**config.mk**
```make
export PLATFORM = sky130hd
export DESIGN_NAME = cpu_cycle_seq
export DESIGN_NICKNAME = d
export VERILOG_FILES = /design/src/rtl/cpu_seq_pkg.sv /design/src/rtl/state_divider.sv /design/src/rtl/flag_unit.sv /design/src/rtl/cpu_cycle_seq.sv
export VERILOG_INCLUDE_DIRS = /design/src /design/src/rtl
export SDC_FILE = /design/constraint.sdc
export NUM_CORES = 1
export LEC_CHECK = 0
export BUFFER_PORTS_ARGS = -buffer_cell sky130_fd_sc_hd__buf_2
export CORE_MARGIN = 4
export CORE_UTILIZATION = 47
export CTS_CLUSTER_SIZE = 20
export DETAILED_ROUTE_END_ITERATION = 10
export GPL_ROUTABILITY_DRIVEN = 0
export PLACE_DENSITY = 0.69
export SLEW_MARGIN = 15
export SYNTH_ARGS = -nofsm -noshare
export SYNTH_HDL_FRONTEND = slang
export SYNTH_SLANG_ARGS = --single-unit
```
**constraint.sdc**
```tcl
create_clock -name SYS_CLK -period 8.6 [get_ports SYS_CLK]
set_input_delay 0.43 -clock SYS_CLK [delete_from_list [all_inputs] [get_ports SYS_CLK]]
set_output_delay 0.43 -clock SYS_CLK [all_outputs]
set_load 0.03 [all_outputs]
```
**src/rtl/cpu_seq_params.svh**
```systemverilog
// Offsets, field positions, reset values, timing counts and opcodes of the cycle sequencer
`ifndef CPU_SEQ_PARAMS_SVH
`define CPU_SEQ_PARAMS_SVH
// ****************************************
// Register byte offsets
// ****************************************
`define OFS_CTRL 8'h00
`define OFS_STATUS 8'h04
`define OFS_PC 8'h08
`define OFS_POINTER 8'h0C
`define OFS_ACC 8'h10
`define OFS_RI 8'h14
`define OFS_OPCODE 8'h18
`define OFS_ASW 8'hD0
// ****************************************
// Field positions and reset values
// ****************************************
`define CTRL_RUN 0
`define CTRL_IROM 1
`define ASW_CY 7
`define ASW_AC 6
`define ASW_OV 2
`define PC_RST 16'h0000
`define ASW_RST 8'h00
`define RESP_OKAY 2'h0
`define RESP_SLVERR 2'h2
// ****************************************
// Timing and memory split
// ****************************************
`define CLKS_PER_STATE 4'h2
`define IROM_TOP 16'h3FFF
// ****************************************
// Opcodes known to the decode array
// ****************************************
`define OP_MUL 8'hA4
`define OP_DIV 8'h84
`define OP_RD_PTR 8'hE0
`define OP_WR_PTR 8'hF0
`define OP_RD_R0 8'hE2
`define OP_RD_R1 8'hE3
`define OP_WR_R0 8'hF2
`define OP_WR_R1 8'hF3
`define OP_MOV_PTR 8'h90
`define OP_MOV_A 8'h74
`define OP_ADD 8'h24
`define OP_ADDC 8'h34
`define OP_SUBB 8'h94
`endif

```
**src/rtl/cpu_seq_pkg.sv**
```systemverilog
// Types and the decode array of the machine-cycle sequencer
`include "cpu_seq_params.svh"
package cpu_seq_pkg;
    typedef enum logic [5:0] {ST1 = 6'h01, ST2 = 6'h02, ST3 = 6'h04,
        ST4 = 6'h08, ST5 = 6'h10, ST6 = 6'h20} mstate_t;
    typedef enum logic [1:0] {XM_NONE = 2'h0, XM_READ = 2'h1, XM_WRITE = 2'h2} xmove_t;
    typedef enum logic [1:0] {AR_NONE = 2'h0, AR_ADD = 2'h1, AR_ADDC = 2'h2,
        AR_SUBB = 2'h3} arith_t;
    typedef struct packed {
        logic [1:0] last_mc;
        logic [1:0] nbytes;
        xmove_t xmove;
        logic use_ptr;
        arith_t arith;
        logic load_acc;
        logic load_ptr;
    } decode_t;
    typedef struct packed {
        mstate_t st;
        logic last;
    } timing_t;
    typedef struct packed {
        mstate_t st;
        logic [3:0] cnt;
    } div_t;
    typedef struct packed {
        logic awready, wready, bvalid, arready, rvalid;
        logic [1:0] bresp, rresp;
        logic [31:0] rdata;
        logic aw_held, w_held;
        logic [7:0] waddr;
        logic [31:0] wdata;
        logic [3:0] wstrb;
        logic run, irom;
        logic [15:0] pc, ptr, operand;
        logic [7:0] acc, ri, asw, opcode;
        logic [1:0] mc;
        logic active;
        decode_t info;
        logic data_slot, slot_ext;
        logic [15:0] slot_addr;
        logic ale, fetch_n, rd_n, wr_n, p0_oe;
        logic [7:0] p0_out, p2_out, p0_s1, p0_s2;
    } core_t;
    localparam decode_t DEC_IDLE = '{2'h0, 2'h1, XM_NONE, 1'b0, AR_NONE, 1'b0, 1'b0};

    // Decode array: opcode to cycle count, length and side effects
    function automatic decode_t decode_array(input logic [7:0] op);
        decode_t d;
        d = DEC_IDLE;
        case (op)
            `OP_MUL, `OP_DIV: d.last_mc = 2'h3;
            `OP_RD_PTR, `OP_WR_PTR, `OP_RD_R0, `OP_RD_R1, `OP_WR_R0, `OP_WR_R1: begin
                d.last_mc = 2'h1;
                d.xmove = op[4] ? XM_WRITE : XM_READ;
                d.use_ptr = !op[1];
            end
            `OP_MOV_PTR: begin
                d.last_mc = 2'h1;
                d.nbytes = 2'h3;
                d.load_ptr = 1'b1;
            end
            `OP_MOV_A: begin
                d.nbytes = 2'h2;
                d.load_acc = 1'b1;
            end
            `OP_ADD, `OP_ADDC, `OP_SUBB: begin
                d.nbytes = 2'h2;
                d.arith = (op == `OP_ADD) ? AR_ADD : ((op == `OP_ADDC) ? AR_ADDC : AR_SUBB);
            end
            default: d = DEC_IDLE;
        endcase
        return d;
    endfunction
endpackage

```
**src/rtl/state_divider.sv**
```systemverilog
// Divides the oscillator clock into six two-clock states per machine cycle
`timescale 1ns/1ps
`include "cpu_seq_params.svh"
module state_divider (
    // Clock and reset
    input wire logic clk,
    input wire logic rst,
    // State and last-clock-of-state flag
    output cpu_seq_pkg::timing_t tim
);
    cpu_seq_pkg::div_t r;
    cpu_seq_pkg::div_t next_r;

    // ****************************************
    // State counter
    // ****************************************
    // Count clocks within a state, then step to the next state
    always_comb begin
        next_r = r;
        if (r.cnt == `CLKS_PER_STATE - 4'h1) begin
            next_r.cnt = 4'h0;
            unique case (r.st)
                cpu_seq_pkg::ST1: next_r.st = cpu_seq_pkg::ST2;
                cpu_seq_pkg::ST2: next_r.st = cpu_seq_pkg::ST3;
                cpu_seq_pkg::ST3: next_r.st = cpu_seq_pkg::ST4;
                cpu_seq_pkg::ST4: next_r.st = cpu_seq_pkg::ST5;
                cpu_seq_pkg::ST5: next_r.st = cpu_seq_pkg::ST6;
                cpu_seq_pkg::ST6: next_r.st = cpu_seq_pkg::ST1;
                default: next_r.st = cpu_seq_pkg::ST1;
            endcase
        end else begin
            next_r.cnt = r.cnt + 4'h1;
        end
    end

    // Register the state
    always_ff @(posedge clk) begin
        if (rst) begin
            r <= '{cpu_seq_pkg::ST1, 4'h0};
        end else begin
            r <= next_r;
        end
    end

    assign tim.st = r.st;
    assign tim.last = (r.cnt == `CLKS_PER_STATE - 4'h1);
endmodule

```
**src/rtl/flag_unit.sv**
```systemverilog
// Add, add-with-carry and subtract-with-borrow with half carry, carry and overflow
`timescale 1ns/1ps
module flag_unit (
    // Operation and operands
    input cpu_seq_pkg::arith_t op,
    input wire logic [7:0] acc,
    input wire logic [7:0] opnd,
    input wire logic cy_in,
    // Result and flags
    output logic [7:0] res,
    output logic cy,
    output logic ac,
    output logic ov
);
    logic sub;
    logic ci;
    logic [7:0] b;
    logic [4:0] low;
    logic [8:0] sum;

    // Subtraction adds the complement; borrow is the inverted carry
    always_comb begin
        sub = (op == cpu_seq_pkg::AR_SUBB);
        b = sub ? ~opnd : opnd;
        ci = sub ? ~cy_in : ((op == cpu_seq_pkg::AR_ADDC) & cy_in);
        low = {1'b0, acc[3:0]} + {1'b0, b[3:0]} + {4'h0, ci};
        sum = {1'b0, acc} + {1'b0, b} + {8'h00, ci};
        res = sum[7:0];
        cy = sub ^ sum[8];
        ac = sub ^ low[4];
        ov = (acc[7] == b[7]) && (sum[7] != acc[7]);
    end
endmodule

```
**src/rtl/cpu_cycle_seq.sv**
```systemverilog
// Machine-cycle sequencer with program counter, external bus strobes and AXI4-Lite registers
//
// Decided for this implementation: the AXI4-Lite register port.
`timescale 1ns/1ps
`include "cpu_seq_params.svh"
module cpu_cycle_seq (
    // Clock and reset
    input wire logic SYS_CLK,
    input wire logic RST,
    // AXI4-Lite write address and data
    input wire logic AWVALID,
    output logic AWREADY,
    input wire logic [7:0] AWADDR,
    input wire logic WVALID,
    output logic WREADY,
    input wire logic [31:0] WDATA,
    input wire logic [3:0] WSTRB,
    // AXI4-Lite write response
    output logic BVALID,
    input wire logic BREADY,
    output logic [1:0] BRESP,
    // AXI4-Lite read
    input wire logic ARVALID,
    output logic ARREADY,
    input wire logic [7:0] ARADDR,
    output logic RVALID,
    input wire logic RREADY,
    output logic [31:0] RDATA,
    output logic [1:0] RRESP,
    // Internal program ROM
    output logic [15:0] IROM_ADDR,
    input wire logic [7:0] IROM_DATA,
    // External memory bus
    output logic ALE,
    output logic PROG_FETCH_N,
    output logic RD_N,
    output logic WR_N,
    input wire logic [7:0] P0_IN,
    output logic [7:0] P0_OUT,
    output logic P0_OE,
    output logic [7:0] P2_OUT
);
    cpu_seq_pkg::core_t r;
    cpu_seq_pkg::core_t next_r;
    cpu_seq_pkg::timing_t tim;
    logic [7:0] alu_res;
    logic alu_cy;
    logic alu_ac;
    logic alu_ov;
    logic wr_go;
    logic pc_wr;
    logic strobe;
    logic ale_state;
    logic [7:0] fetch_byte;

    // ****************************************
    // Submodules
    // ****************************************
    state_divider u_div (
        .clk(SYS_CLK),
        .rst(RST),
        .tim(tim)
    );

    flag_unit u_flags (
        .op(r.info.arith),
        .acc(r.acc),
        .opnd(r.operand[15:8]),
        .cy_in(r.asw[`ASW_CY]),
        .res(alu_res),
        .cy(alu_cy),
        .ac(alu_ac),
        .ov(alu_ov)
    );

    // ****************************************
    // Helpers
    // ****************************************
    // Byte-lane merge for partial writes
    function automatic logic [31:0] merge(input logic [31:0] old, input logic [31:0] nw,
        input logic [3:0] be);
        logic [31:0] m;
        for (int i = 0; i < 4; i++) begin
            m[8*i +: 8] = be[i] ? nw[8*i +: 8] : old[8*i +: 8];
        end
        return m;
    endfunction

    // Register read mux; returns 0 for an unmapped offset
    function automatic logic reg_read(input cpu_seq_pkg::core_t s, input logic [5:0] st,
        input logic [7:0] a, output logic [31:0] d);
        logic hit;
        hit = 1'b1;
        d = 32'h00000000;
        case ({a[7:2], 2'h0})
            `OFS_CTRL: d = {30'h00000000, s.irom, s.run};
            `OFS_STATUS: d = {22'h000000, s.slot_ext, s.active, s.mc, st};
            `OFS_PC: d = {16'h0000, s.pc};
            `OFS_POINTER: d = {16'h0000, s.ptr};
            `OFS_ACC: d = {24'h000000, s.acc};
            `OFS_RI: d = {24'h000000, s.ri};
            `OFS_OPCODE: d = {8'h00, s.operand, s.opcode};
            `OFS_ASW: d = {24'h000000, s.asw};
            default: hit = 1'b0;
        endcase
        return hit;
    endfunction

    // Write commit happens once both halves of a write are held
    assign wr_go = r.aw_held && r.w_held && !r.bvalid;
    assign pc_wr = wr_go && ({r.waddr[7:2], 2'h0} == `OFS_PC) && !r.run;
    // Data strobe spans M1 S6 through M2 S4 of an external data move
    assign strobe = r.active && (r.info.xmove != cpu_seq_pkg::XM_NONE) &&
        ((r.mc == 2'h0 && tim.st == cpu_seq_pkg::ST6) ||
        (r.mc == 2'h1 && tim.st inside {cpu_seq_pkg::ST1, cpu_seq_pkg::ST2,
        cpu_seq_pkg::ST3, cpu_seq_pkg::ST4}));
    assign ale_state = (tim.st == cpu_seq_pkg::ST5) ||
        (tim.st == cpu_seq_pkg::ST2 && !strobe);
    assign fetch_byte = r.slot_ext ? r.p0_s2 : IROM_DATA;

    // ****************************************
    // Next-state logic
    // ****************************************
    always_comb begin
        logic [31:0] rd;
        logic [31:0] wv;
        logic hit;
        logic ext;
        rd = 32'h00000000;
        wv = 32'h00000000;
        hit = 1'b0;
        ext = 1'b0;
        next_r = r;
        // Two-flop synchroniser on the low port input
        next_r.p0_s1 = P0_IN;
        next_r.p0_s2 = r.p0_s1;

        // Write channel: capture address and data in any order
        if (AWVALID && r.awready) begin
            next_r.aw_held = 1'b1;
            next_r.waddr = AWADDR;
        end
        if (WVALID && r.wready) begin
            next_r.w_held = 1'b1;
            next_r.wdata = WDATA;
            next_r.wstrb = WSTRB;
        end
        if (r.bvalid && BREADY) begin
            next_r.bvalid = 1'b0;
        end
        if (wr_go) begin
            hit = reg_read(r, tim.st, r.waddr, rd);
            wv = merge(rd, r.wdata, r.wstrb);
            next_r.aw_held = 1'b0;
            next_r.w_held = 1'b0;
            next_r.bvalid = 1'b1;
            next_r.bresp = hit ? `RESP_OKAY : `RESP_SLVERR;
            case ({r.waddr[7:2], 2'h0})
                `OFS_CTRL: begin
                    next_r.run = wv[`CTRL_RUN];
                    next_r.irom = wv[`CTRL_IROM];
                end
                `OFS_PC: if (!r.run) next_r.pc = wv[15:0];
                `OFS_POINTER: next_r.ptr = wv[15:0];
                `OFS_ACC: next_r.acc = wv[7:0];
                `OFS_RI: next_r.ri = wv[7:0];
                `OFS_ASW: next_r.asw = wv[7:0];
                default: next_r.run = r.run;
            endcase
        end
        next_r.awready = !next_r.aw_held && !next_r.bvalid;
        next_r.wready = !next_r.w_held && !next_r.bvalid;

        // Read channel: answer one cycle after the address is taken
        if (r.rvalid && RREADY) begin
            next_r.rvalid = 1'b0;
        end
        if (ARVALID && r.arready) begin
            hit = reg_read(r, tim.st, ARADDR, rd);
            next_r.rvalid = 1'b1;
            next_r.rdata = rd;
            next_r.rresp = hit ? `RESP_OKAY : `RESP_SLVERR;
        end
        next_r.arready = !next_r.rvalid;

        // Sequencer acts on the last clock of each state; hardware beats software
        if (tim.last) begin
            unique case (tim.st)
                cpu_seq_pkg::ST1: begin
                    if (r.mc == 2'h0 && r.run) begin
                        next_r.opcode = fetch_byte;
                        next_r.pc = r.pc + 16'h0001;
                        next_r.active = 1'b1;
                    end else if (r.mc == 2'h0) begin
                        next_r.active = 1'b0;
                        next_r.info = cpu_seq_pkg::DEC_IDLE;
                    end else if (r.mc == 2'h1 && r.active && r.info.nbytes == 2'h3) begin
                        next_r.operand[7:0] = fetch_byte;
                        next_r.pc = r.pc + 16'h0001;
                    end
                end
                cpu_seq_pkg::ST2: begin
                    if (r.active && r.mc == 2'h0) begin
                        next_r.info = cpu_seq_pkg::decode_array(r.opcode);
                    end
                end
                cpu_seq_pkg::ST3: next_r.mc = r.mc;
                cpu_seq_pkg::ST4: begin
                    if (r.active && r.mc == 2'h0 && r.info.nbytes != 2'h1) begin
                        next_r.operand[15:8] = fetch_byte;
                        next_r.pc = r.pc + 16'h0001;
                    end
                    if (r.active && r.mc == 2'h1 && r.info.xmove == cpu_seq_pkg::XM_READ) begin
                        next_r.acc = r.p0_s2;
                    end
                end
                cpu_seq_pkg::ST5: next_r.mc = r.mc;
                cpu_seq_pkg::ST6: begin
                    // Execution ends at S6 of the last machine cycle
                    if (!r.active || r.mc == r.info.last_mc) begin
                        next_r.mc = 2'h0;
                        if (r.active && r.info.arith != cpu_seq_pkg::AR_NONE) begin
                            next_r.acc = alu_res;
                            next_r.asw[`ASW_CY] = alu_cy;
                            next_r.asw[`ASW_AC] = alu_ac;
                            next_r.asw[`ASW_OV] = alu_ov;
                        end
                        if (r.active && r.info.load_acc) next_r.acc = r.operand[15:8];
                        if (r.active && r.info.load_ptr) next_r.ptr = r.operand;
                    end else begin
                        next_r.mc = r.mc + 2'h1;
                    end
                end
                default: next_r.mc = r.mc;
            endcase
            // Slot setup for the address phase that starts next (S2 or S5)
            if (tim.st == cpu_seq_pkg::ST1 || tim.st == cpu_seq_pkg::ST4) begin
                ext = !r.irom || (next_r.pc > `IROM_TOP);
                next_r.data_slot = (tim.st == cpu_seq_pkg::ST4) && r.active &&
                    r.mc == 2'h0 && r.info.xmove != cpu_seq_pkg::XM_NONE;
                next_r.slot_ext = ext && !next_r.data_slot;
                next_r.slot_addr = next_r.pc;
                if (next_r.data_slot) begin
                    next_r.slot_addr = r.info.use_ptr ? r.ptr : {r.p2_out, r.ri};
                end
            end
        end

        // Pins, registered one clock behind the state counter
        next_r.ale = ale_state;
        next_r.fetch_n = !(r.slot_ext && !strobe && tim.st inside {cpu_seq_pkg::ST3,
            cpu_seq_pkg::ST4, cpu_seq_pkg::ST6, cpu_seq_pkg::ST1});
        next_r.rd_n = !(strobe && r.info.xmove == cpu_seq_pkg::XM_READ);
        next_r.wr_n = !(strobe && r.info.xmove == cpu_seq_pkg::XM_WRITE);
        next_r.p0_oe = 1'b0;
        if (ale_state && (r.slot_ext || r.data_slot)) begin
            next_r.p0_out = r.slot_addr[7:0];
            next_r.p0_oe = 1'b1;
        end else if (strobe && r.info.xmove == cpu_seq_pkg::XM_WRITE) begin
            next_r.p0_out = r.acc;
            next_r.p0_oe = 1'b1;
        end
        // High port changes only at an address phase, so it holds through the access
        if (ale_state && (r.slot_ext || (r.data_slot && r.info.use_ptr))) begin
            next_r.p2_out = r.slot_addr[15:8];
        end
    end

    // ****************************************
    // State register
    // ****************************************
    always_ff @(posedge SYS_CLK) begin
        if (RST) begin
            r <= '0;
            r.pc <= `PC_RST;
            r.asw <= `ASW_RST;
            r.info <= cpu_seq_pkg::DEC_IDLE;
            r.bresp <= `RESP_OKAY;
            r.rresp <= `RESP_OKAY;
            r.ale <= 1'b1;
            r.fetch_n <= 1'b1;
            r.rd_n <= 1'b1;
            r.wr_n <= 1'b1;
        end else begin
            r <= next_r;
        end
    end

    // Outputs straight from the state register
    assign AWREADY = r.awready;
    assign WREADY = r.wready;
    assign BVALID = r.bvalid;
    assign BRESP = r.bresp;
    assign ARREADY = r.arready;
    assign RVALID = r.rvalid;
    assign RDATA = r.rdata;
    assign RRESP = r.rresp;
    assign IROM_ADDR = r.slot_addr;
    assign ALE = r.ale;
    assign PROG_FETCH_N = r.fetch_n;
    assign RD_N = r.rd_n;
    assign WR_N = r.wr_n;
    assign P0_OUT = r.p0_out;
    assign P0_OE = r.p0_oe;
    assign P2_OUT = r.p2_out;
endmodule

```
; ---- Word level (Yosys, flattened, before mapping)
; Cells that the tools add are included.
[totals]
regBits = 230
out_inout_bits = 78
input_bits = 75
word_cells = 269
[op_classes]
magnitude_cmp = 1
n_eq_ne = 47
bitwise = 7
n_reduce_logical = 83
mux = 77
addsub = 7
[op_table]
columns = cell, count
row1 = 2-to-1 mux 16 bit, 13
row2 = one-hot mux 24 bit (8 select lines), 1
row3 = 2-to-1 mux 8 bit, 17
row4 = "equality test 8 bit, second input constant", 10
row5 = one-hot mux 16 bit (5 select lines), 1
row6 = 2-to-1 mux 56 bit, 1
row7 = "equality test 6 x 3 -> 1 bit, second input constant", 7
row8 = logical AND 1 bit, 35
row9 = 2-to-1 mux 32 bit, 1
row10 = one-hot mux 16 bit (2 select lines), 1
row11 = "equality test 6 x 2 -> 1 bit, second input constant", 5
row12 = one-hot mux 6 bit (5 select lines), 1
row13 = 2-to-1 mux 24 bit, 1
row14 = 2-to-1 mux 11 bit, 2
row15 = 2-to-1 mux 2 bit, 11
row16 = one-hot mux 11 bit (2 select lines), 1
row17 = 2-to-1 mux 1 bit, 19
row18 = "equality test 6 x 1 -> 1 bit, second input constant", 3
row19 = "equality test 6 bit, second input constant", 3
row20 = 2-to-1 mux 9 bit, 2
row21 = "adder 16 x 1 -> 16 bit, second input constant", 1
row22 = "equality test 8 x 6 -> 1 bit, second input constant", 2
row23 = "> comparator 16 x 14 -> 1 bit, second input constant", 1
row24 = one-hot mux 8 bit (2 select lines), 1
row25 = other kinds (39), 82

; ---- Longest topological paths before layout
; Gate-level depths: netlist of the first run.
[depth]
depth_word = 14
ltp_mapped = 12
mapped_depth_nobuf = 11

; ---- Modules after synthesis
; Synthesis of the first run repeated with hierarchy kept, for this count alone.
[unflattened]
hier_cells = 1522
area_unflattened_um2 = 12379.4
[modules_own_cells]
columns = mod, area_each_um2, cells_each, seq_area_each_um2, n_inst
row1 = cpu_cycle_seq, 11362.1, 1405, 4164.0, 1
row2 = state_divider, 545.5, 60, 200.2, 1
row3 = flag_unit, 471.7, 57, 0.0, 1

; ---- Worst setup path after synthesis of the first run
; Ideal clock, no wire load.
[synth_timing]
path_type = flip-flop to flip-flop
start = register r[57] (netlist bit)
end = register r[84] (netlist bit)
required_ns = 8.514
setup_slack_ns = 5.471
period_less_slack_ns = 3.129
setup_ns = 0.086
stages_incl_launch_ff = 13
arrival_time_ns = 3.043
path_buffers = 1
cell_sequence = dfxtp_1 -> clkbuf_1 -> nand2_1 -> xnor2_1 -> fa_1 -> fa_1 -> a21o_1 -> a21oi_1 -> o21ai_0 -> a31oi_1 -> xor2_1 -> nor2_1 -> a211oi_1
[synth_via]
elab_chain_len = 9
word_cells_on_any_way = 14
classes_between = add/sub: 2 / eq/ne: 2 / mux: 6 / bitwise: 2 / reduce/logical: 2
[synth_lines]
columns = item, line_no
row1 = from (decl), cpu_cycle_seq.sv:43  ; cpu_seq_pkg::core_t r;
row2 = from (signal assigned), cpu_cycle_seq.sv:285  ; r <= next_r;
row3 = "equality test 2 bit, on equally long branches", "flag_unit.sv:23, flag_unit.sv:25"
row4 = 2-to-1 mux 8 bit or AND 1 bit (tied branches), "flag_unit.sv:24, flag_unit.sv:25"
row5 = adder 8 x 8 -> 9 bit or 2-to-1 mux 1 bit (tied branches), "flag_unit.sv:27, flag_unit.sv:25"
row6 = adder 9 x 1 -> 9 bit, flag_unit.sv:27  ; sum = {1'b0, acc} + {1'b0, b} + {8'h00, ci};
row7 = bitwise XOR 1 bit, flag_unit.sv:29  ; cy = sub ^ sum[8];
row8 = 2-to-1 mux 2 bit *, cpu_cycle_seq.sv:222  ; if (r.active && r.info.arith != cpu_seq_pkg::AR_NONE) begin
row9 = 2-to-1 mux 2 bit *, cpu_cycle_seq.sv:220  ; if (!r.active || r.mc == r.info.last_mc) begin
row10 = 2-to-1 mux 2 bit *, cpu_cycle_seq.sv:188  ; unique case (tim.st)
row11 = 2-to-1 mux 2 bit *, cpu_cycle_seq.sv:187  ; if (tim.last) begin
; Mark *: on every way between the ends. The rest lies on a longest branch, timed or not.
; A chain may end at the register's enable or synchronous reset.

; ---- Final worst setup path of the first run
[layout_timing]
start = register r[57] (netlist bit)
end = register r[99] (netlist bit)
[layout_via]
elab_chain_len = 9
word_cells_on_any_way = 14
classes_between = add/sub: 2 / eq/ne: 2 / mux: 7 / bitwise: 1 / reduce/logical: 2
[layout_lines]
columns = item, line_no
row1 = "equality test 2 bit, on equally long branches", "flag_unit.sv:23, flag_unit.sv:25"
row2 = 2-to-1 mux 8 bit or AND 1 bit (tied branches), "flag_unit.sv:24, flag_unit.sv:25"
row3 = adder 8 x 8 -> 9 bit or 2-to-1 mux 1 bit (tied branches), "flag_unit.sv:27, flag_unit.sv:25"
row4 = adder 9 x 1 -> 9 bit, flag_unit.sv:27
row5 = 2-to-1 mux 8 bit *, cpu_cycle_seq.sv:222
row6 = 2-to-1 mux 8 bit *, cpu_cycle_seq.sv:228  ; if (r.active && r.info.load_acc) next_r.acc = r.operand[15:8];
row7 = 2-to-1 mux 8 bit *, cpu_cycle_seq.sv:220
row8 = one-hot mux 8 bit (2 select lines) *, cpu_cycle_seq.sv:188
row9 = 2-to-1 mux 56 bit *, cpu_cycle_seq.sv:187
; Marked as above.

==> impl_metrics.ini, run 1 <==
[layout]
nNetsFinal = 1585
stdcell_area_mm2 = 0.0130
ff_latch_area_mm2 = 0.00436
final_util_pct = 51.6
n_antenna_cell = 0
syn_to_final_growth_pct = 8.27
multiInputGateArea_mm2 = 0.00668
drive_gt1_share_pct = 13.9
nFillCells = 2455

[routing]
ant_nets = 0
via_count = 11500
dr.first_iter.drc_count = 1596
dr.pass1.iters = 7
drt-total-wl_um = 39700
wire_per_inst_um = 21.5
viasPerCell = 6.26
drc_errors = 0

[placement]
hpwl_um = 28800
placed_area_mm2 = 0.0122
placement.io_buffers = 120

[sta]
clock.fmax_ghz = 0.281
grt_setup_unrepaired = false
period_needed_ns = 3.55
fin_crit_sh_pct = 41.3
slew_headroom_pct = 21.9
worst_slew_pin_slew_ns = 1.16
slew_viol_final = 0
tns_ns = 0
setup_viol = 0
finalHoldViolCount = 0
worst_clock_skew_ns = 0.0127

[setup_path]
cp-start-kind = flop
path_class = flop to flop
critPathRequiredTime_ns = 9.01
cp.arrival_ns = 3.96
ff2ff_setup_slack_ns = 5.05
startpoint = r[57]$_SDFFE_PP0P_
rr_endpoint = r[99]$_SDFF_PP0_
crit_path_max_fanout = 10
end_kind = flop
rr_startpoint = r[57]$_SDFFE_PP0P_
r2r_cells = 10

[floorplanning]
die_x_um = 168
start_util_pct = 47.7
dieArea_mm2 = 0.0282
die_y_um = 168
io_pins = 153
core_area_mm2 = 0.0252
num_rows = 58

[clocking]
post-cts-setup-buffers = 0
hold_buffers = 0
clock-sinks = 218
cts_resized = 0
root_buffer = clkbuf_16
cts_inserted_buffers = 25
clkLatencyLatePin_ns = 0.53
htree_levels = 1
clkTransAtPathRegs_ns = 0.06
cts_tree = done
clockBufferDepth = 3

[min_path]
min-delay-start = P0_IN[3]
min_path_cells = 2
whs_endpoint = next_r[3]$_SDFF_PP0_
min_path_type = input port to flop

[pwr]
power.leakage_nw = 4.67
p_per_area_mw_per_mm2 = 180
max-vdd-ir-drop_uv = 160

[synthesis]
ys_seq_area_share_pct = 36.4
yosysWarnings = 0
syn_inst = 1502
ys_ff_latch = 218
syn_area_mm2 = 0.0120
synth_edf_count = 0
ys_async_sr_fraction_pct = 0
synth_ff_type = dfxtp_1
synth_area_per_cell_um2 = 7.99
ys_types = 79

[global_route]
grt_pass1_wl_um = 60400
grtUsageTotal_pct = 26.6
grt_pass1_vias = 10600
grt_max_degree = 72
grt_antenna_before_repair = 0
grt-ovfl-total = 0

[job]
drv_cap = 0

[outcome]
status = finished clean
-- synth_stat cells (5+ instances only) --
master | n | area share, %
a221oi_1 | 18 | 1.3
a22oi_1 | 28 | 1.8
nand3_1 | 51 | 2.1
a31oi_1 | 16 | 0.83
nand3b_1 | 6 | 0.38
a311oi_1 | 9 | 0.66
nor3_1 | 32 | 1.3
mux2i_1 | 56 | 4.7
nor4_1 | 8 | 0.42
and3_1 | 11 | 0.57
and2_1 | 12 | 0.63
xor2_1 | 8 | 0.58
ha_1 | 13 | 1.4
buf_1 | 5 | 0.16
clkbuf_1 | 83 | 2.6
nor2_1 | 157 | 4.9
o21ai_0 | 70 | 2.9
a211oi_1 | 55 | 3.4
nand4_1 | 9 | 0.47
dfxtp_1 | 218 | 36
a21oi_1 | 132 | 5.5
a222oi_1 | 5 | 0.42
nor4b_1 | 5 | 0.36
buf_4 | 72 | 4.5
nand2b_1 | 5 | 0.26
nor2b_1 | 31 | 1.6
and3b_1 | 5 | 0.36
inv_1 | 16 | 0.50
a21o_1 | 7 | 0.44
nand2_1 | 188 | 5.9
mux2_2 | 14 | 1.3
a22o_1 | 13 | 0.95
buf_2 | 14 | 0.58
nor3b_1 | 5 | 0.31
xnor2_1 | 19 | 1.4
o22ai_1 | 12 | 0.63
a211o_1 | 7 | 0.51
o31ai_1 | 8 | 0.50
o211ai_1 | 8 | 0.50
-- cell type report --
class                   instances  area share [%]
multi-input cells            1103            51.4
flip-flops and latches        218            33.6
clock buffers                  34            5.31
repair buffers                131            5.31
well taps                     330            3.18
clock inverters                11           0.713
inverters                      16           0.462
-- cells by family (layout without fill, tap and decap cells) --
family	count (synthesis)	count (layout)	synth area share (%)
simple gates	550	550	21.9
compound gates	431	431	23.8
flops	218	218	36.4
buf+inv	190	192	8.34
mux	70	70	5.98
xor+xnor	27	27	1.97
fa+ha+maj	15	15	1.69
other cells	1	10	0.0312
-- sequential cells by signal, indices dropped and copies added (netlist names), 4 cells and up --
register and cells:
IROM_ADDR 16, P0_OUT 8, P2_OUT 8, RDATA 24, next_r 8, r 132, u_div.r 4, u_div.tim 6
-- stage by stage --
stage / setup slack (ns) / std cells / total power [mW] / hold slack, ns
after CTS: 5.12 / 1843 / 2.35 / 0.105
after detailed placement: 5.14 / 1798 / 1.33 / 0.426
after floorplan: 5.47 / 1511 / 1.27 / 0.414
after global routing: 4.90 / 1843 / 2.42 / 0.118
final: 5.05 / 1843 / 2.34 / 0.113
after global placement: 5.21 / 1798 / 1.33 / 0.421
-- routing by layer --
metal / vias up / part of all wire (%) / wire length (µm) / track usage (%)
met1: 5441 / 40 / 16000 / 34.9
met3: 142 / 10 / 3950 / 5.21
met5: - / 0 / 0 / 0
met4: 0 / 5.4 / 2140 / 12.5
met2: 618 / 44 / 17600 / 42.4
li1: 5330 / - / - / -
-- how the worst max path moves through the flow --
stage	cells after the start	slack, ns	end
6_report	10	5.05	r[99]$_SDFF_PP0_
5_1_grt	11	4.90	r[84]$_SDFF_PP0_
4_1_cts	10	5.12	r[99]$_SDFF_PP0_
3_5_place_dp	10	5.14	r[99]$_SDFF_PP0_
3_3_place_gp	10	5.21	r[99]$_SDFF_PP0_
2_1_floorplan	12	5.47	r[84]$_SDFF_PP0_
-- cell usage in the layout, fill, tap and decap left out, types with 8 or more instances in the layout --
cell type and n:
a211oi_1 55, a21oi_1 132, a221oi_1 18, a22o_1 13, a22oi_1 28, a311oi_1 9, a31oi_1 16, and2_1 12
and3_1 11, buf_2 119, buf_4 11, clkbuf_16 25, conb_1 10, dfxtp_1 218, ha_1 13, inv_1 16
mux2_2 14, mux2i_1 56, nand2_1 188, nand3_1 51, nand4_1 9, nor2_1 157, nor2b_1 31, nor3_1 32
nor4_1 8, o211ai_1 8, o21ai_0 70, o22ai_1 12, o31ai_1 8, xnor2_1 19, xor2_1 8
-- critical path, cell delays in order, from the launching register on --
cell and delay, ns:
dfxtp_1 0.46, nand2_1 0.40, xnor2_1 0.27, fa_1 0.48, fa_1 0.43, a21o_1 0.18
a21oi_1 0.31, o21ai_0 0.23, xnor2_1 0.29, a221oi_1 0.12, a211o_1 0.28
-- report_power, final --
group	internal [mW]	switching, mW	leakage, nW
combinational	0.0729	0.166	2.52
sequential	1.04	0.0411	1.77
clock	0.593	0.434	0.383
No activity file was read; power rests on OpenSTA's default activity.
==> run 2: changes to the inputs <==
--- a/config.mk
+++ b/config.mk
@@ -6,13 +6,14 @@
 export SDC_FILE = /design/constraint.sdc
 export NUM_CORES = 1
 export LEC_CHECK = 0
+export ABC_AREA = 1
 export BUFFER_PORTS_ARGS = -buffer_cell sky130_fd_sc_hd__buf_2
 export CORE_MARGIN = 4
 export CORE_UTILIZATION = 47
 export CTS_CLUSTER_SIZE = 20
 export DETAILED_ROUTE_END_ITERATION = 10
 export GPL_ROUTABILITY_DRIVEN = 0
-export PLACE_DENSITY = 0.69
+export PLACE_DENSITY = 0.71
 export SLEW_MARGIN = 15
 export SYNTH_ARGS = -nofsm -noshare
 export SYNTH_HDL_FRONTEND = slang
==> constraint.sdc (replaced) <==
create_clock -name SYS_CLK -period 2.9 [get_ports SYS_CLK]
set_input_delay 0.145 -clock SYS_CLK [delete_from_list [all_inputs] [get_ports SYS_CLK]]
set_output_delay 0.145 -clock SYS_CLK [all_outputs]
set_load 0.03 [all_outputs]
==> impl_metrics.ini, run 2 <==
[setup_path]
cp-start-kind = flop
path_class = flop to flop
crit_path_max_fanout = 16
r2r_cells = 13
critPathRequiredTime_ns = 3.32
end_kind = flop
cp.arrival_ns = 2.91

[global_route]
grt_pass1_vias = 11600
grt-ovfl-total = 0
grtUsageTotal_pct = 27.6
grt_pass1_wl_um = 63100
grt_max_degree = 75
grt_antenna_before_repair = 0

[pwr]
power.leakage_nw = 6.19
power.share.switching_pct = 28.5
p_int_mw = 5.09
power_frac_clock_pct = 41.7
seqPwrFrac_pct = 44.6
power.switching_mw = 2.03
comb_power_share_pct = 13.7
p_per_area_mw_per_mm2 = 514
max-vdd-ir-drop_uv = 482

[layout]
final_common_cell = nand2_1
largest-register = r
final_cell_mix = nand2_1 (489), dfxtp_1 (218), inv_1 (190), a21oi_1 (174), nor2_1 (164)
n_antenna_cell = 0
stdcell_area_mm2 = 0.0138
final_util_pct = 54.7
syn_to_final_growth_pct = 13.5
drive_gt1_share_pct = 13.0
largest_reg_flops = 132
nNetsFinal = 2050

[synthesis]
synth_edf_count = 0
ys_async_sr_fraction_pct = 0
ys_seq_area_share_pct = 35.8
synth.most_common_cell = nand2_1
syn_inst = 1868
ys_ff_latch = 218
yosysWarnings = 0
ys_types = 50
synth_top_area_share_pct = 35.8
synth_top_area_cell = dfxtp_1
synth.area.top_cells = dfxtp_1 (36%), nand2_1 (15%), a21oi_1 (7.1%)
syn_area_mm2 = 0.0122
synth_area_per_cell_um2 = 6.53
synth_ff_type = dfxtp_1
yosys-top-cells-count = nand2_1 (489), dfxtp_1 (218), inv_1 (191), a21oi_1 (174), nor2_1 (164)

[clocking]
cts_inserted_buffers = 25
clkTransAtPathRegs_ns = 0.06
hold_buffers = 35
cts_tree = done
clkLatencyLatePin_ns = 0.53
post-cts-setup-buffers = 0
clockBufferDepth = 3
htree_levels = 1
cts_resized = 0
clock-sinks = 218
root_buffer = clkbuf_16

[routing]
viasPerCell = 5.52
wire_per_inst_um = 17.6
dr.pass1.iters = 6
dr.first_iter.drc_count = 1825
drc_errors = 0
via_count = 12700
drt-total-wl_um = 40600
ant_nets = 0

[floorplanning]
die_x_um = 169
die_y_um = 169
io_pins = 153
num_rows = 58
core_area_mm2 = 0.0253
start_util_pct = 48.2
dieArea_mm2 = 0.0286

[job]
drv_cap = 0

[sta]
grt_setup_unrepaired = false
worst_slew_pin_slew_ns = 0.775
slew_viol_final = 0
fin_crit_sh_pct = 85.9
setup_viol = 0
period_needed_ns = 2.49
clock.fmax_ghz = 0.401
tns_ns = 0
finalHoldViolCount = 0
worst_clock_skew_ns = 0.0175
worst_slack_ns = 0.409
slew_headroom_pct = 47.9

[outcome]
status = finished clean

[placement]
hpwl_um = 30800
placement.io_buffers = 120
pre_cts_ws_ns = 0.456
placed_area_mm2 = 0.0127

[min_path]
min_path_cells = 4
min_path_type = input port to flop
run 2: cell types whose count changed after synthesis, moves of 23 or more:
cell,previous run,this run
a22oi_1,28,3
nor2b_1,31,0
nand3_1,51,117
o21ai_0,70,154
a21oi_1,132,174
a211oi_1,55,3
inv_1,16,191
mux2i_1,56,0
clkbuf_1,83,45
o21ai_1,2,25
nand2_1,188,489
run 2: layer usage:
layer	global-route usage, %	vias to the layer above	part of all wire (%)
met4	14.5	0	6.2
met5	0	-	0
met1	37.0	5709	40
met2	42.1	697	42
met3	5.35	125	11
li1	-	6188	-
run 2: metrics by stage:
step | std cells | total power [mW] | hold WS, ns
after CTS | 2304 | 7.13 | 0.0347
after global placement | 2228 | 4.14 | 0.343
after detailed placement | 2228 | 4.15 | 0.354
after global routing | 2304 | 7.38 | 0.0894
final | 2304 | 7.12 | 0.0390
after floorplan | 1877 | 3.87 | 0.252
run 2: cell families after synthesis:
kind of cell | Yosys count | synth area share, %
buffers and inverters | 338 | 12.7
DFF | 218 | 35.8
xor gates and xnor gates | 21 | 1.51
and+or+nand+nor | 865 | 30.4
other | 1 | 0.0307
AOI/OAI and AO/OA | 410 | 17.9
adders and majority gates | 15 | 1.66
run 2: layout make-up:
type                    count  area, µm²
inverters                 211        792
fillers                  2520      11500
clock inverters            10       55.1
clock buffers              31        708
multi-input cells        1321       6320
repair buffers            183       1190
well taps                 330        413
flip-flops and latches    218       4360
run 2: power by group through the flow:
stage	clock, mW	combinational (mW)	sequential (mW)
floorplan	0	0.635	3.23
global placement	0	0.904	3.23
detailed placement	0	0.916	3.24
CTS	3.00	0.955	3.17
global route	3.12	1.07	3.18
finish	2.97	0.975	3.17
run 2: worst paths after layout:
| path | to | startpoint | slack [ns] |
|---|---|---|---|
| max | r[53]$_SDFFE_PP0P_ | r[67]$_SDFFE_PP0P_ | 0.41 |
| min | RDATA[4]$_SDFFE_PP0P_ | ARVALID | 0.04 |
| max reg2reg | r[53]$_SDFFE_PP0P_ | r[67]$_SDFFE_PP0P_ | 0.41 |
| min reg2reg | r[3]$_SDFF_PP0_ | next_r[3]$_SDFF_PP0_ | 0.40 |
run 2: critical path, stage by stage, from the launching register on:
cell and delay (ns):
dfxtp_1 0.34, inv_1 0.13, ha_1 0.23, nand2_1 0.11
inv_1 0.11, nand2_1 0.14, o21ai_2 0.51, inv_2 0.27
nand3_1 0.15, nand2_1 0.12, nor2_1 0.11, nand2_1 0.06
nand2_1 0.06, nand2_1 0.05
==> run 3: changes to the inputs <==
--- a/config.mk
+++ b/config.mk
@@ -8,12 +8,14 @@
 export LEC_CHECK = 0
 export ABC_AREA = 1
 export BUFFER_PORTS_ARGS = -buffer_cell sky130_fd_sc_hd__buf_2
+export CORE_ASPECT_RATIO = 1.25
 export CORE_MARGIN = 4
 export CORE_UTILIZATION = 47
 export CTS_CLUSTER_SIZE = 20
 export DETAILED_ROUTE_END_ITERATION = 10
 export GPL_ROUTABILITY_DRIVEN = 0
 export PLACE_DENSITY = 0.71
+export SKIP_LAST_GASP = 1
 export SLEW_MARGIN = 15
 export SYNTH_ARGS = -nofsm -noshare
 export SYNTH_HDL_FRONTEND = slang
==> impl_metrics.ini, run 3 (same netlist as run 2, synthesis figures left out) <==
[layout]
largest_reg_flops = 132
drive_gt1_share_pct = 12.9
nNetsFinal = 2051
n_antenna_cell = 0
syn_to_final_growth_pct = 14.1
final_cell_mix = nand2_1 (489), dfxtp_1 (218), inv_1 (190), a21oi_1 (174), nor2_1 (164)
largest-register = r
stdcell_area_mm2 = 0.0139
final_common_cell = nand2_1

[setup_path]
end_kind = flop
cp-start-kind = flop
cp.arrival_ns = 2.96
crit_path_max_fanout = 5
critPathRequiredTime_ns = 3.31
path_class = flop to flop
ff2ff_setup_slack_ns = 0.35

[outcome]
status = finished clean

[min_path]
min_path_type = input port to flop

[sta]
worst_clock_skew_ns = 0.0126
slew_viol_final = 0
clock.fmax_ghz = 0.393
slew_headroom_pct = 46.1
tns_ns = 0
fin_crit_sh_pct = 87.8
worst_slew_pin_slew_ns = 0.808
period_needed_ns = 2.55
finalHoldViolCount = 0
setup_viol = 0
grt_setup_unrepaired = false

[routing]
via_count = 12700
dr.pass1.iters = 6
ant_nets = 0
dr.first_iter.drc_count = 1327
drc_errors = 0
viasPerCell = 5.51
wire_per_inst_um = 17.6
drt-total-wl_um = 40800

[floorplanning]
die_y_um = 188
io_pins = 153
num_rows = 65
core_area_mm2 = 0.0254
dieArea_mm2 = 0.0286
start_util_pct = 48.1
die_x_um = 152

[pwr]
comb_power_share_pct = 13.1
power.switching_mw = 1.99
p_int_mw = 5.34
max-vdd-ir-drop_uv = 456
power.leakage_nw = 6.22
power.share.switching_pct = 27.2
seqPwrFrac_pct = 43.3
power_frac_clock_pct = 43.6
p_per_area_mw_per_mm2 = 527

[global_route]
grt_antenna_before_repair = 0
grt_max_degree = 60
grt_pass1_wl_um = 63000
grt-ovfl-total = 0
grt_pass1_vias = 11800
grtUsageTotal_pct = 27.1

[clocking]
clkTransAtPathRegs_ns = 0.06
cts_inserted_buffers = 23
root_buffer = clkbuf_16
clock-sinks = 218
hold_buffers = 34
cts_tree = done
htree_levels = 1
clockBufferDepth = 3
cts_resized = 0
clkLatencyLatePin_ns = 0.52
post-cts-setup-buffers = 0

[job]
drv_cap = 0

[placement]
hpwl_um = 30900
placed_area_mm2 = 0.0128
placement.io_buffers = 120
run 3: layer usage:
layer | vias to the layer above | global-route usage (%) | wire length, µm
met1 | 5740 | 33.2 | 15600
met5 | - | 0 | 0
met2 | 660 | 44.7 | 18400
li1 | 6188 | - | -
met3 | 155 | 4.39 | 3740
met4 | 0 | 16.4 | 3000
run 3: through the flow:
stage                     hold slack (ns)  utilization (%)  std cells  total power [mW]  worst slack, ns
after CTS                           0.115             54.8       2312              7.35            0.362
after floorplan                     0.252                -       1877              3.87            0.368
after detailed placement            0.353             50.3       2237              4.14            0.372
final                               0.133             54.8       2312              7.33            0.354
after global routing                0.148             54.8       2312              7.59            0.102
after global placement              0.342             50.3       2237              4.13            0.438
run 3: worst paths after layout:
check                       start                     to  cells past startpoint
min reg2reg  next_r[6]$_SDFF_PP0_        r[6]$_SDFF_PP0_                      2
min                           RST  RRESP[1]$_SDFFE_PP0P_                      3
max reg2reg    r[57]$_SDFFE_PP0P_       r[97]$_SDFF_PP0_                     14
max            r[57]$_SDFFE_PP0P_       r[97]$_SDFF_PP0_                     14
run 3: cell type report:
type	instances	area [µm²]
fillers	2538	11500
inverters	211	792
clock buffers	34	677
repair buffers	186	1210
well taps	335	419
multi-input cells	1321	6320
flip-flops and latches	218	4360
clock inverters	7	135
run 3: power groups by stage:
stage | combinational [mW] | clock [mW] | sequential (mW)
global placement | 0.896 | 0 | 3.23
CTS | 0.944 | 3.23 | 3.17
detailed placement | 0.907 | 0 | 3.24
global route | 1.05 | 3.36 | 3.18
finish | 0.961 | 3.20 | 3.17
floorplan | 0.635 | 0 | 3.23
run 3: critical path, stage by stage (launching register included):
cell and delay (ns):
dfxtp_1 0.40, nand2_1 0.11, xor2_1 0.17, fa_1 0.45
fa_1 0.44, nand3_1 0.10, nand2_1 0.12, xnor2_1 0.18
nand2_1 0.06, o21ai_0 0.11, a21oi_1 0.10, nand2_1 0.07
nand2_1 0.04, nand2_1 0.05, nand2_1 0.04
